==> config.mk <==
export PLATFORM = sky130hd
export DESIGN_NAME = sst_sequencer
export DESIGN_NICKNAME = d
export VERILOG_FILES = /design/src/sst_pkg.sv /design/src/sst_sequencer.sv
export SDC_FILE = /design/constraint.sdc
export NUM_CORES = 1
export LEC_CHECK = 0
export ABC_CLOCK_PERIOD_IN_PS = 4600
export BUFFER_PORTS_ARGS = -buffer_cell sky130_fd_sc_hd__buf_2
export CAP_MARGIN = 20
export CORE_MARGIN = 2
export CORE_UTILIZATION = 35
export DETAILED_ROUTE_END_ITERATION = 8
export GPL_ROUTABILITY_DRIVEN = 0
export GPL_TIMING_DRIVEN = 0
export MAX_ROUTING_LAYER = met4
export PLACE_DENSITY = 0.55
export SKIP_CTS_REPAIR_TIMING = 1
export SYNTH_ARGS = -nofsm -noshare
export SYNTH_HDL_FRONTEND = slang
export SYNTH_SLANG_ARGS = --single-unit
==> constraint.sdc <==
create_clock -name ref_clk -period 4.6 [get_ports ref_clk]
set_input_delay 0.69 -clock ref_clk [delete_from_list [all_inputs] [get_ports ref_clk]]
set_output_delay 0.69 -clock ref_clk [all_outputs]
set_load 0.005 [all_outputs]
==> src/sst_pkg.sv <==
// shared constants and types for the selftest sequencer
package sst_pkg;

  // ----------------------------------------------------------------
  // clock and timing
  // ----------------------------------------------------------------
  localparam longint SST_CLK_HZ      = 20000000;
  localparam longint SST_LAMP_ON_MS  = 4000;  // start indication, lit
  localparam longint SST_LAMP_OFF_MS = 500;   // start indication, dark
  localparam longint SST_BLINK_MS    = 500;   // each half of a pass blink
  localparam longint SST_FAIL_MS     = 5000;  // fail indication, lit
  // longest time of each phase, rounded down to whole cycles
  localparam longint SST_LAMP_ON_CYC  = SST_LAMP_ON_MS * SST_CLK_HZ / 1000;
  localparam longint SST_LAMP_OFF_CYC = SST_LAMP_OFF_MS * SST_CLK_HZ / 1000;
  localparam longint SST_BLINK_CYC    = SST_BLINK_MS * SST_CLK_HZ / 1000;
  localparam longint SST_FAIL_CYC     = SST_FAIL_MS * SST_CLK_HZ / 1000;
  localparam int     SST_TMR_W        = 27;
  localparam logic [2:0] SST_PASS_BLINKS = 3'h5;

  // ----------------------------------------------------------------
  // test identifiers on the engine port
  // ----------------------------------------------------------------
  localparam int SST_ID_W = 5;
  localparam logic [SST_ID_W-1:0] SST_TEST_RAM = 5'h00;
  localparam int SST_POST_STEPS = 9;
  // cpu, rom, host bus chip, cpu ram, buffer ram, drive a rw,
  // drive b rw, spindle speed, error-correction chip
  localparam logic [SST_ID_W-1:0] SST_POST_IDS [0:SST_POST_STEPS-1] = '{
    5'h10, 5'h11, 5'h12, 5'h13, 5'h14, 5'h15, 5'h16, 5'h17, 5'h18};
  localparam logic [3:0] SST_LAST_STEP = 4'h8;

  // ----------------------------------------------------------------
  // apb register map
  // ----------------------------------------------------------------
  localparam logic [7:0] SST_CTRL_OFS   = 8'h00;
  localparam logic [7:0] SST_STATUS_OFS = 8'h04;
  localparam logic [7:0] SST_RESULT_OFS = 8'h08;
  localparam int SST_CTRL_DIAG_BIT = 0;

  // ----------------------------------------------------------------
  // carriers
  // ----------------------------------------------------------------
  typedef struct packed {
    logic                start;  // one-cycle start pulse
    logic [SST_ID_W-1:0] id;     // test or power-on step to run
  } sst_req_t;

  typedef struct packed {
    logic done;  // one-cycle completion pulse
    logic pass;  // valid with done
  } sst_rsp_t;

  typedef enum logic [3:0] {
    SST_POST_START, SST_POST_WAIT, SST_IDLE, SST_LAMP_ON, SST_LAMP_OFF,
    SST_RUN_START, SST_RUN_WAIT, SST_PASS_ON, SST_PASS_OFF, SST_FAIL
  } sst_state_t;

endpackage : sst_pkg

==> src/sst_sequencer.sv <==
// selftest sequencer: power-on chain, jumper-selected tests, led, apb
//
// The APB interface to the registers and the address map are this design's own decisions.
`timescale 1ns/10ps
`default_nettype none

// What this block does
// - power-on tests cpu, rom, bus chip, rams
// - then both drives, spindle speed, ecc chip
// - host diagnostic command reruns power-on sequence
// - run jumper selects test from wheel+bank
// - repeat selected test while jumper fitted
// - jumper removed: finish, power-on, accept host
// - blink led once at each jumper-selected test start
// - pass blinks led five times
// - fail lights led five seconds, then off or straight into a lamp check or power-on
// - start: led on 4 s, off 0.5 s
// - led lit throughout the running test
// - after ram test only ram test allowed
// - other tests selectable in any order
// - ram test writes all patterns, both rams
// - rom test checks program memory checksum
// - tests 2,3 verify chip register writes
// - floppy seek checks track-zero indicator
// - hard seek exercises cylinder zero, track 35
// - floppy speed skipped without medium
// - hard write-verify reserved cylinder, ecc
// - tests 10,11 crc-verify data area
// - test 13 checks hard controller registers
module sst_sequencer
  import sst_pkg::*;
#(
  parameter longint LAMP_ON_CYC  = SST_LAMP_ON_CYC,
  parameter longint LAMP_OFF_CYC = SST_LAMP_OFF_CYC,
  parameter longint BLINK_CYC    = SST_BLINK_CYC,
  parameter longint FAIL_CYC     = SST_FAIL_CYC
) (
  // clock and reset
  input  wire logic        ref_clk,
  input  wire logic        rst,
  // apb slave
  input  wire logic        psel,
  input  wire logic        penable,
  input  wire logic        pwrite,
  input  wire logic [7:0]  paddr,
  input  wire logic [31:0] pwdata,
  output var  logic        pready,
  output var  logic [31:0] prdata,
  output var  logic        pslverr,
  // service pins
  input  wire logic        test_run_jumper_n,
  input  wire logic        test_bank_jumper,
  input  wire logic [2:0]  address_thumbwheel,
  // test engine
  output var  sst_req_t    test_req,
  input  wire sst_rsp_t    test_rsp,
  // front panel and host side
  output var  logic        led_on,
  output var  logic        host_ready
);

  // ----------------------------------------------------------------
  // declarations
  // ----------------------------------------------------------------
  localparam logic [SST_TMR_W-1:0] TMR_ZERO = '0;

  logic [4:0]           pin_s1_reg;
  logic [4:0]           pin_s2_reg;
  logic [4:0]           pin_s3_reg;
  logic [4:0]           pin_reg;
  sst_state_t           state_reg;
  sst_state_t           state_next;
  logic [SST_TMR_W-1:0] tmr_reg;
  logic [2:0]           blink_reg;
  logic [3:0]           step_reg;
  logic                 in_select_reg;
  logic [3:0]           sel_test_reg;
  logic                 ram_spent_reg;
  logic                 diag_pend_reg;
  logic                 last_pass_reg;
  logic                 last_fail_reg;
  logic [SST_ID_W-1:0]  fail_id_reg;
  logic                 pready_reg;
  logic [31:0]          prdata_reg;
  logic                 pslverr_reg;
  sst_req_t             req_reg;
  logic                 led_reg;
  logic                 ready_reg;
  logic                 run_fitted;
  logic [3:0]           sel_now;
  logic                 tmr_done;
  logic                 apb_access;
  logic                 apb_commit;
  logic                 diag_write;
  logic                 refused;

  // ----------------------------------------------------------------
  // pin synchronisers
  // ----------------------------------------------------------------
  // three stages; a new level counts only when stages two and three
  // agree, so one-cycle glitches from a moving wheel are dropped
  always_ff @(posedge ref_clk) begin
    if (rst) begin
      pin_s1_reg <= 5'h1F;
      pin_s2_reg <= 5'h1F;
      pin_s3_reg <= 5'h1F;
    end else begin
      pin_s1_reg <= {test_run_jumper_n, test_bank_jumper, address_thumbwheel};
      pin_s2_reg <= pin_s1_reg;
      pin_s3_reg <= pin_s2_reg;
    end
  end

  // filtered pin levels; jumper reads absent until proven fitted
  always_ff @(posedge ref_clk) begin
    if (rst) begin
      pin_reg <= 5'h1F;
    end else if (pin_s2_reg == pin_s3_reg) begin
      pin_reg <= pin_s3_reg;
    end
  end

  assign sel_now    = pin_reg[3:0];
  assign run_fitted = ~pin_reg[4];  // fitted pulls the pin low

  // ----------------------------------------------------------------
  // sequencer
  // ----------------------------------------------------------------
  assign tmr_done = (tmr_reg == TMR_ZERO);
  // non-ram test refused after ram test
  assign refused  = ram_spent_reg && (sel_test_reg != SST_TEST_RAM[3:0]);

  // next state
  always_comb begin
    state_next = state_reg;
    unique case (state_reg)
      SST_POST_START: state_next = SST_POST_WAIT;
      // stop the chain on first failure
      SST_POST_WAIT: begin
        if (test_rsp.done && !test_rsp.pass) begin
          state_next = SST_FAIL;
        end else if (test_rsp.done && step_reg == SST_LAST_STEP) begin
          state_next = SST_PASS_ON;
        end else if (test_rsp.done) begin
          state_next = SST_POST_START;
        end
      end
      SST_IDLE: begin
        if (run_fitted) begin
          state_next = SST_LAMP_ON;
        end else if (diag_pend_reg) begin
          state_next = SST_POST_START;
        end
      end
      SST_LAMP_ON:  if (tmr_done) state_next = SST_LAMP_OFF;
      SST_LAMP_OFF: if (tmr_done) state_next = SST_RUN_START;
      SST_RUN_START: state_next = refused ? SST_FAIL : SST_RUN_WAIT;
      SST_RUN_WAIT: begin
        if (test_rsp.done) begin
          state_next = test_rsp.pass ? SST_PASS_ON : SST_FAIL;
        end
      end
      SST_PASS_ON: if (tmr_done) state_next = SST_PASS_OFF;
      SST_PASS_OFF: begin
        if (tmr_done && blink_reg != SST_PASS_BLINKS) begin
          state_next = SST_PASS_ON;
        end else if (tmr_done) begin
          state_next = SST_IDLE;
        end
      end
      SST_FAIL: if (tmr_done) state_next = SST_IDLE;
    endcase
    // repeat while the jumper stays fitted
    if (state_next == SST_IDLE && in_select_reg) begin
      state_next = run_fitted ? SST_LAMP_ON : SST_POST_START;
    end
  end

  // state and phase timer; the timer is loaded as a phase is entered
  always_ff @(posedge ref_clk) begin
    if (rst) begin
      state_reg <= SST_POST_START;
      tmr_reg   <= TMR_ZERO;
    end else begin
      state_reg <= state_next;
      if (state_next != state_reg || tmr_done) begin
        unique case (state_next)
          // 4 s lit, 0.5 s dark
          SST_LAMP_ON:  tmr_reg <= SST_TMR_W'(LAMP_ON_CYC - 1);
          SST_LAMP_OFF: tmr_reg <= SST_TMR_W'(LAMP_OFF_CYC - 1);
          SST_PASS_ON:  tmr_reg <= SST_TMR_W'(BLINK_CYC - 1);
          SST_PASS_OFF: tmr_reg <= SST_TMR_W'(BLINK_CYC - 1);
          SST_FAIL:     tmr_reg <= SST_TMR_W'(FAIL_CYC - 1);
          default:      tmr_reg <= TMR_ZERO;
        endcase
      end else begin
        tmr_reg <= tmr_reg - 1'b1;
      end
    end
  end

  always_ff @(posedge ref_clk) begin
    if (rst) begin
      blink_reg <= 3'h0;
    end else if (state_reg != SST_PASS_ON && state_next == SST_PASS_ON) begin
      blink_reg <= (state_reg == SST_PASS_OFF) ? blink_reg + 3'h1 : 3'h1;
    end
  end

  // power-on step index walks the full chain
  always_ff @(posedge ref_clk) begin
    if (rst) begin
      step_reg <= 4'h0;
    end else if (state_reg != SST_POST_WAIT && state_next == SST_POST_START) begin
      step_reg <= 4'h0;
    end else if (state_reg == SST_POST_WAIT && state_next == SST_POST_START) begin
      step_reg <= step_reg + 4'h1;
    end
  end

  // selection is latched at each lamp check so a moving wheel
  // cannot change the test between its indication and its run
  always_ff @(posedge ref_clk) begin
    if (rst) begin
      in_select_reg <= 1'b0;
      sel_test_reg  <= 4'h0;
    end else if (state_next == SST_LAMP_ON && state_reg != SST_LAMP_ON) begin
      in_select_reg <= 1'b1;
      sel_test_reg  <= sel_now;
    end else if (state_next == SST_POST_START) begin
      in_select_reg <= 1'b0;
    end
  end

  // ----------------------------------------------------------------
  // test engine request
  // ----------------------------------------------------------------
  // ram test runs over both rams
  // bus and floppy chip register tests
  always_ff @(posedge ref_clk) begin
    if (rst) begin
      req_reg <= '0;
    end else if (state_reg == SST_POST_START) begin
      req_reg.start <= 1'b1;
      req_reg.id    <= SST_POST_IDS[step_reg];
    end else if (state_reg == SST_RUN_START && !refused) begin
      req_reg.start <= 1'b1;
      req_reg.id    <= {1'b0, sel_test_reg};
    end else begin
      req_reg.start <= 1'b0;
    end
  end

  // ram test spends loaded parameters
  // only a reset, the power cycle, brings them back
  always_ff @(posedge ref_clk) begin
    if (rst) begin
      ram_spent_reg <= 1'b0;
    end else if (state_reg == SST_RUN_START && sel_test_reg == SST_TEST_RAM[3:0]) begin
      ram_spent_reg <= 1'b1;
    end
  end

  // last outcome and the id that failed
  always_ff @(posedge ref_clk) begin
    if (rst) begin
      last_pass_reg <= 1'b0;
      last_fail_reg <= 1'b0;
      fail_id_reg   <= '0;
    end else if (state_reg != SST_FAIL && state_next == SST_FAIL) begin
      last_pass_reg <= 1'b0;
      last_fail_reg <= 1'b1;
      fail_id_reg   <= (state_reg == SST_POST_WAIT) ? SST_POST_IDS[step_reg]
                                                    : {1'b0, sel_test_reg};
    end else if (state_reg != SST_PASS_ON && state_next == SST_PASS_ON
                 && (state_reg == SST_POST_WAIT || state_reg == SST_RUN_WAIT)) begin
      last_pass_reg <= 1'b1;
      last_fail_reg <= 1'b0;
    end
  end

  // ----------------------------------------------------------------
  // led and host readiness
  // ----------------------------------------------------------------
  // lamp check blink opens each jumper-selected test
  // fail shown as five seconds lit
  always_ff @(posedge ref_clk) begin
    if (rst) begin
      led_reg <= 1'b0;
    end else begin
      unique case (state_next)
        SST_LAMP_ON, SST_RUN_START, SST_RUN_WAIT: led_reg <= 1'b1;
        SST_POST_START, SST_POST_WAIT:            led_reg <= 1'b1;
        SST_PASS_ON, SST_FAIL:                    led_reg <= 1'b1;
        default:                                  led_reg <= 1'b0;
      endcase
    end
  end

  always_ff @(posedge ref_clk) begin
    if (rst) begin
      ready_reg <= 1'b0;
    end else begin
      ready_reg <= (state_next == SST_IDLE);
    end
  end

  // ----------------------------------------------------------------
  // apb slave
  // ----------------------------------------------------------------
  // one wait state: pready rises in the second access cycle
  assign apb_access = psel && penable;
  assign apb_commit = apb_access && pready_reg;
  assign diag_write = apb_commit && pwrite && (paddr == SST_CTRL_OFS)
                      && pwdata[SST_CTRL_DIAG_BIT];

  // answer: data and error are set up together with pready
  always_ff @(posedge ref_clk) begin
    if (rst) begin
      pready_reg  <= 1'b0;
      prdata_reg  <= 32'h0000_0000;
      pslverr_reg <= 1'b0;
    end else if (apb_access && !pready_reg) begin
      pready_reg  <= 1'b1;
      pslverr_reg <= !(paddr == SST_CTRL_OFS || paddr == SST_STATUS_OFS
                       || paddr == SST_RESULT_OFS);
      prdata_reg  <= 32'h0000_0000;
      if (!pwrite && paddr == SST_STATUS_OFS) begin
        prdata_reg <= {20'h00000, sel_test_reg, state_reg, ram_spent_reg,
                       last_fail_reg, last_pass_reg, ready_reg};
      end else if (!pwrite && paddr == SST_RESULT_OFS) begin
        prdata_reg <= {27'h0000000, fail_id_reg};
      end else if (!pwrite && paddr == SST_CTRL_OFS) begin
        prdata_reg <= {31'h00000000, diag_pend_reg};
      end
    end else begin
      pready_reg  <= 1'b0;
      pslverr_reg <= 1'b0;
    end
  end

  // pending diagnostic command
  // taken only while ready; a new command wins over the clear
  always_ff @(posedge ref_clk) begin
    if (rst) begin
      diag_pend_reg <= 1'b0;
    end else if (diag_write && ready_reg) begin
      diag_pend_reg <= 1'b1;
    end else if (state_next == SST_POST_START) begin
      diag_pend_reg <= 1'b0;
    end
  end

  // ----------------------------------------------------------------
  // outputs
  // ----------------------------------------------------------------
  assign pready     = pready_reg;
  assign prdata     = prdata_reg;
  assign pslverr    = pslverr_reg;
  assign test_req   = req_reg;
  assign led_on     = led_reg;
  assign host_ready = ready_reg;

endmodule : sst_sequencer

`default_nettype wire

==> reports/qor.txt <==
Status: complete, no violations
Htree depth: 3
CP Capture Type: flop
Top cells by count, synth: 94 x dfxtp_1, 58 x nor2_1, 30 x nand2_1
Pwr Total: 3296 uW
Final min period: 3.968 ns
Num CTS Buffers: 9
Max-cap check violation count: 0
Ys flop type: dfxtp_1
Share of layout cells above drive strength 1: 18.96%
Syn Inst Count: 520
Clock Pin Slew Worst Setup and Hold Paths: 0.07 ns
Top post-synthesis cells by area: dfxtp_1 41%, nor2_1 4.8%, buf_4 3.3%
Syn-to-layout area delta: 18.08%
Worst Max-Slew Pin Slew: 0.8368 ns
R2R Path Start: tmr_reg[0]
Vias in the first global route: 3,690
HP Class: flop to flop
Syn. warnings: 0
Compound-Gate Fraction of Synth Area: 19.32%
Final Slew Violations: 0
Critical Path Source Type: flop
Critical Path Slowest Stage Cell: nor3b_1
Ant diodes: 0
Die W: 118.1 um
CTS tree: built
Final period util: 86.26%
Post-synth ARST share: 0%
Number of synthesized flops with an enable pin: 0
DRT Pass-1 Iters: 4
Num ports: 94
Final setup violation count: 0
CP required: 4.81 ns
Vias: 3,856
Min-Delay Startpoint: pin_s1_reg[4]
Worst reg-to-reg path cell count: 11
DR DRC count: 0
Worst Skew: 0.004949 ns
Critical path data arrival time: 4.17 ns
Cell with the most instances after synthesis: dfxtp_1
First-pass GRT wire length: 18,400 um
NumNets Final: 648
Initial Util: 35.98%
Vias per cell: 5.021
Pwr dens: 612.3 nW/um2
GRT Residual Overflow: 0
ANT nets after route: 0
Final hold vios: 0
Syn_area_per_cell: 8.768 um2
Fill count: 1,306
Distinct cell type count after synthesis: 60
Later-pin clock latency in the skew report: 0.35 ns
Crit-path max cell delay: 0.70 ns
Worst Setup Path Type: flop to flop
Chip height: 118.1 um
Max_slew headroom: 43.48%
Total Wirelength: 11,130 um
Synth Register Bits: 94
Row count: 41
I/O Buffers: 41
Largest register FFs: 27
DRT iter0 DRCs: 215
Simple-Gate Fraction of Synth Area: 21.84%
Clock root cell: clkbuf_16
Hold path depth: 1
Post-synthesis cell area: 4559 um2
Largest net degree at the start of global routing: 17
Die Area: 13,960 um2
Core area: 12,670 um2
Max clock buf depth: 2
Sequential fraction of the synthesis area: 41.27%
Maximum VDD drop: 0.4416 mV
FMAX: 252.0 MHz
Setup_tns: 0 ns
Post-synth top area share: 41.27%
Critical path cell sequence: inv_1 -> ha_1 -> nor3b_1 -> nand4_1 -> nor3b_2 -> mux2i_1 -> a211oi_4 -> a41oi_2 -> mux2i_2 -> o21ai_1 -> o31ai_1
Cell Area, Placed: 5051 um2
Adder-Cell Fraction of Synth Area: 1.372%
Crit Path Max Fanout: 9
GR Util All Layers: 16.84%
Dominant cell type by area after synthesis: dfxtp_1
Post-Synth XOR/XNOR Area: 5.928%
Detail Placement HPWL: 8212 um
Static Leak: 0.002177 uW
Design area: 5384 um2
Largest family of logic cells by synthesized area: simple AND/OR/NAND/NOR gates
Post-synthesis mux area share: 3.430%
Routed len/inst: 14.49 um
Initial antenna violation count: 0
CTS sink cnt: 94
Setup crit start: tmr_reg[0]
Unrepaired setup endpoints after global routing: no
## final timing paths
kind                                      end  slack [ns]
worst max-delay path               tmr_reg[7]        0.63
worst min-delay path            pin_s2_reg[4]        0.41
worst max register to register     tmr_reg[7]        0.63
worst min register to register  pin_s2_reg[4]        0.41
## critical path, delay by kind of cell (launching register included)
kind / cells / cell delay, ns
adders and majority gates: 1 / 0.19
buffers and inverters: 1 / 0.07
muxes: 2 / 0.45
AOI/OAI and AO/OA: 4 / 1.35
DFF: 1 / 0.34
and+or+nand+nor: 3 / 1.42
## metal layers
layer,track usage [%],part of all wire (%),vias up
met5,-,0,-
met4,4.217,0.91,0
met3,5.212,6.2,8
met2,25.79,45,103
met1,21.63,48,1778
li1,-,-,1967
## cells in the final DEF (no fill, tap or decap), types with 18 or more instances in the layout
cell type and count:
a21oi_1 26, dfxtp_1 94, nor3_1 20, nand2_1 30, buf_2 44, a211oi_1 18, conb_1 20, buf_4 20
o31ai_1 18, nor2_1 58, clkbuf_1 21
## power breakdown
group,internal [uW],switching [uW],total (uW)
combinational,548,834,1380
sequential,966,131,1100
clock,494,323,817
## metrics by stage
stage          std cells  utilization, %  setup slack (ns)  hold WS [ns]
2_1_floorplan        539               -             1.346        0.3895
3_3_place_gp         752           39.86            0.8018        0.3942
3_5_place_dp         752           39.86            0.7286        0.3933
4_1_cts              768           42.49            0.6610        0.4091
5_1_grt              768           42.49            0.3722        0.4196
6_report             768           42.49            0.6321        0.4081
## final cells by class
cell class,instances,area (um2),area share (%)
multi-input combinational,384,2441,45.34
sequential,94,1882,34.95
buffer,44,244.0,4.532
clock buffer,10,239.0,4.439
tap,172,215.2,3.997
timing repair buffer,41,205.2,3.811
clock inverter,6,93.84,1.743
inverter,17,63.81,1.185
## logic make-up after synthesis
group	count (synthesis)
AND/OR/NAND/NOR	192
AO/OA/AOI/OAI	122
flip-flops	94
buffers and inverters	61
XOR/XNOR	30
multiplexers	15
adder cells (fa/ha/maj)	5
other	1
(Power assumes the default switching activity.)
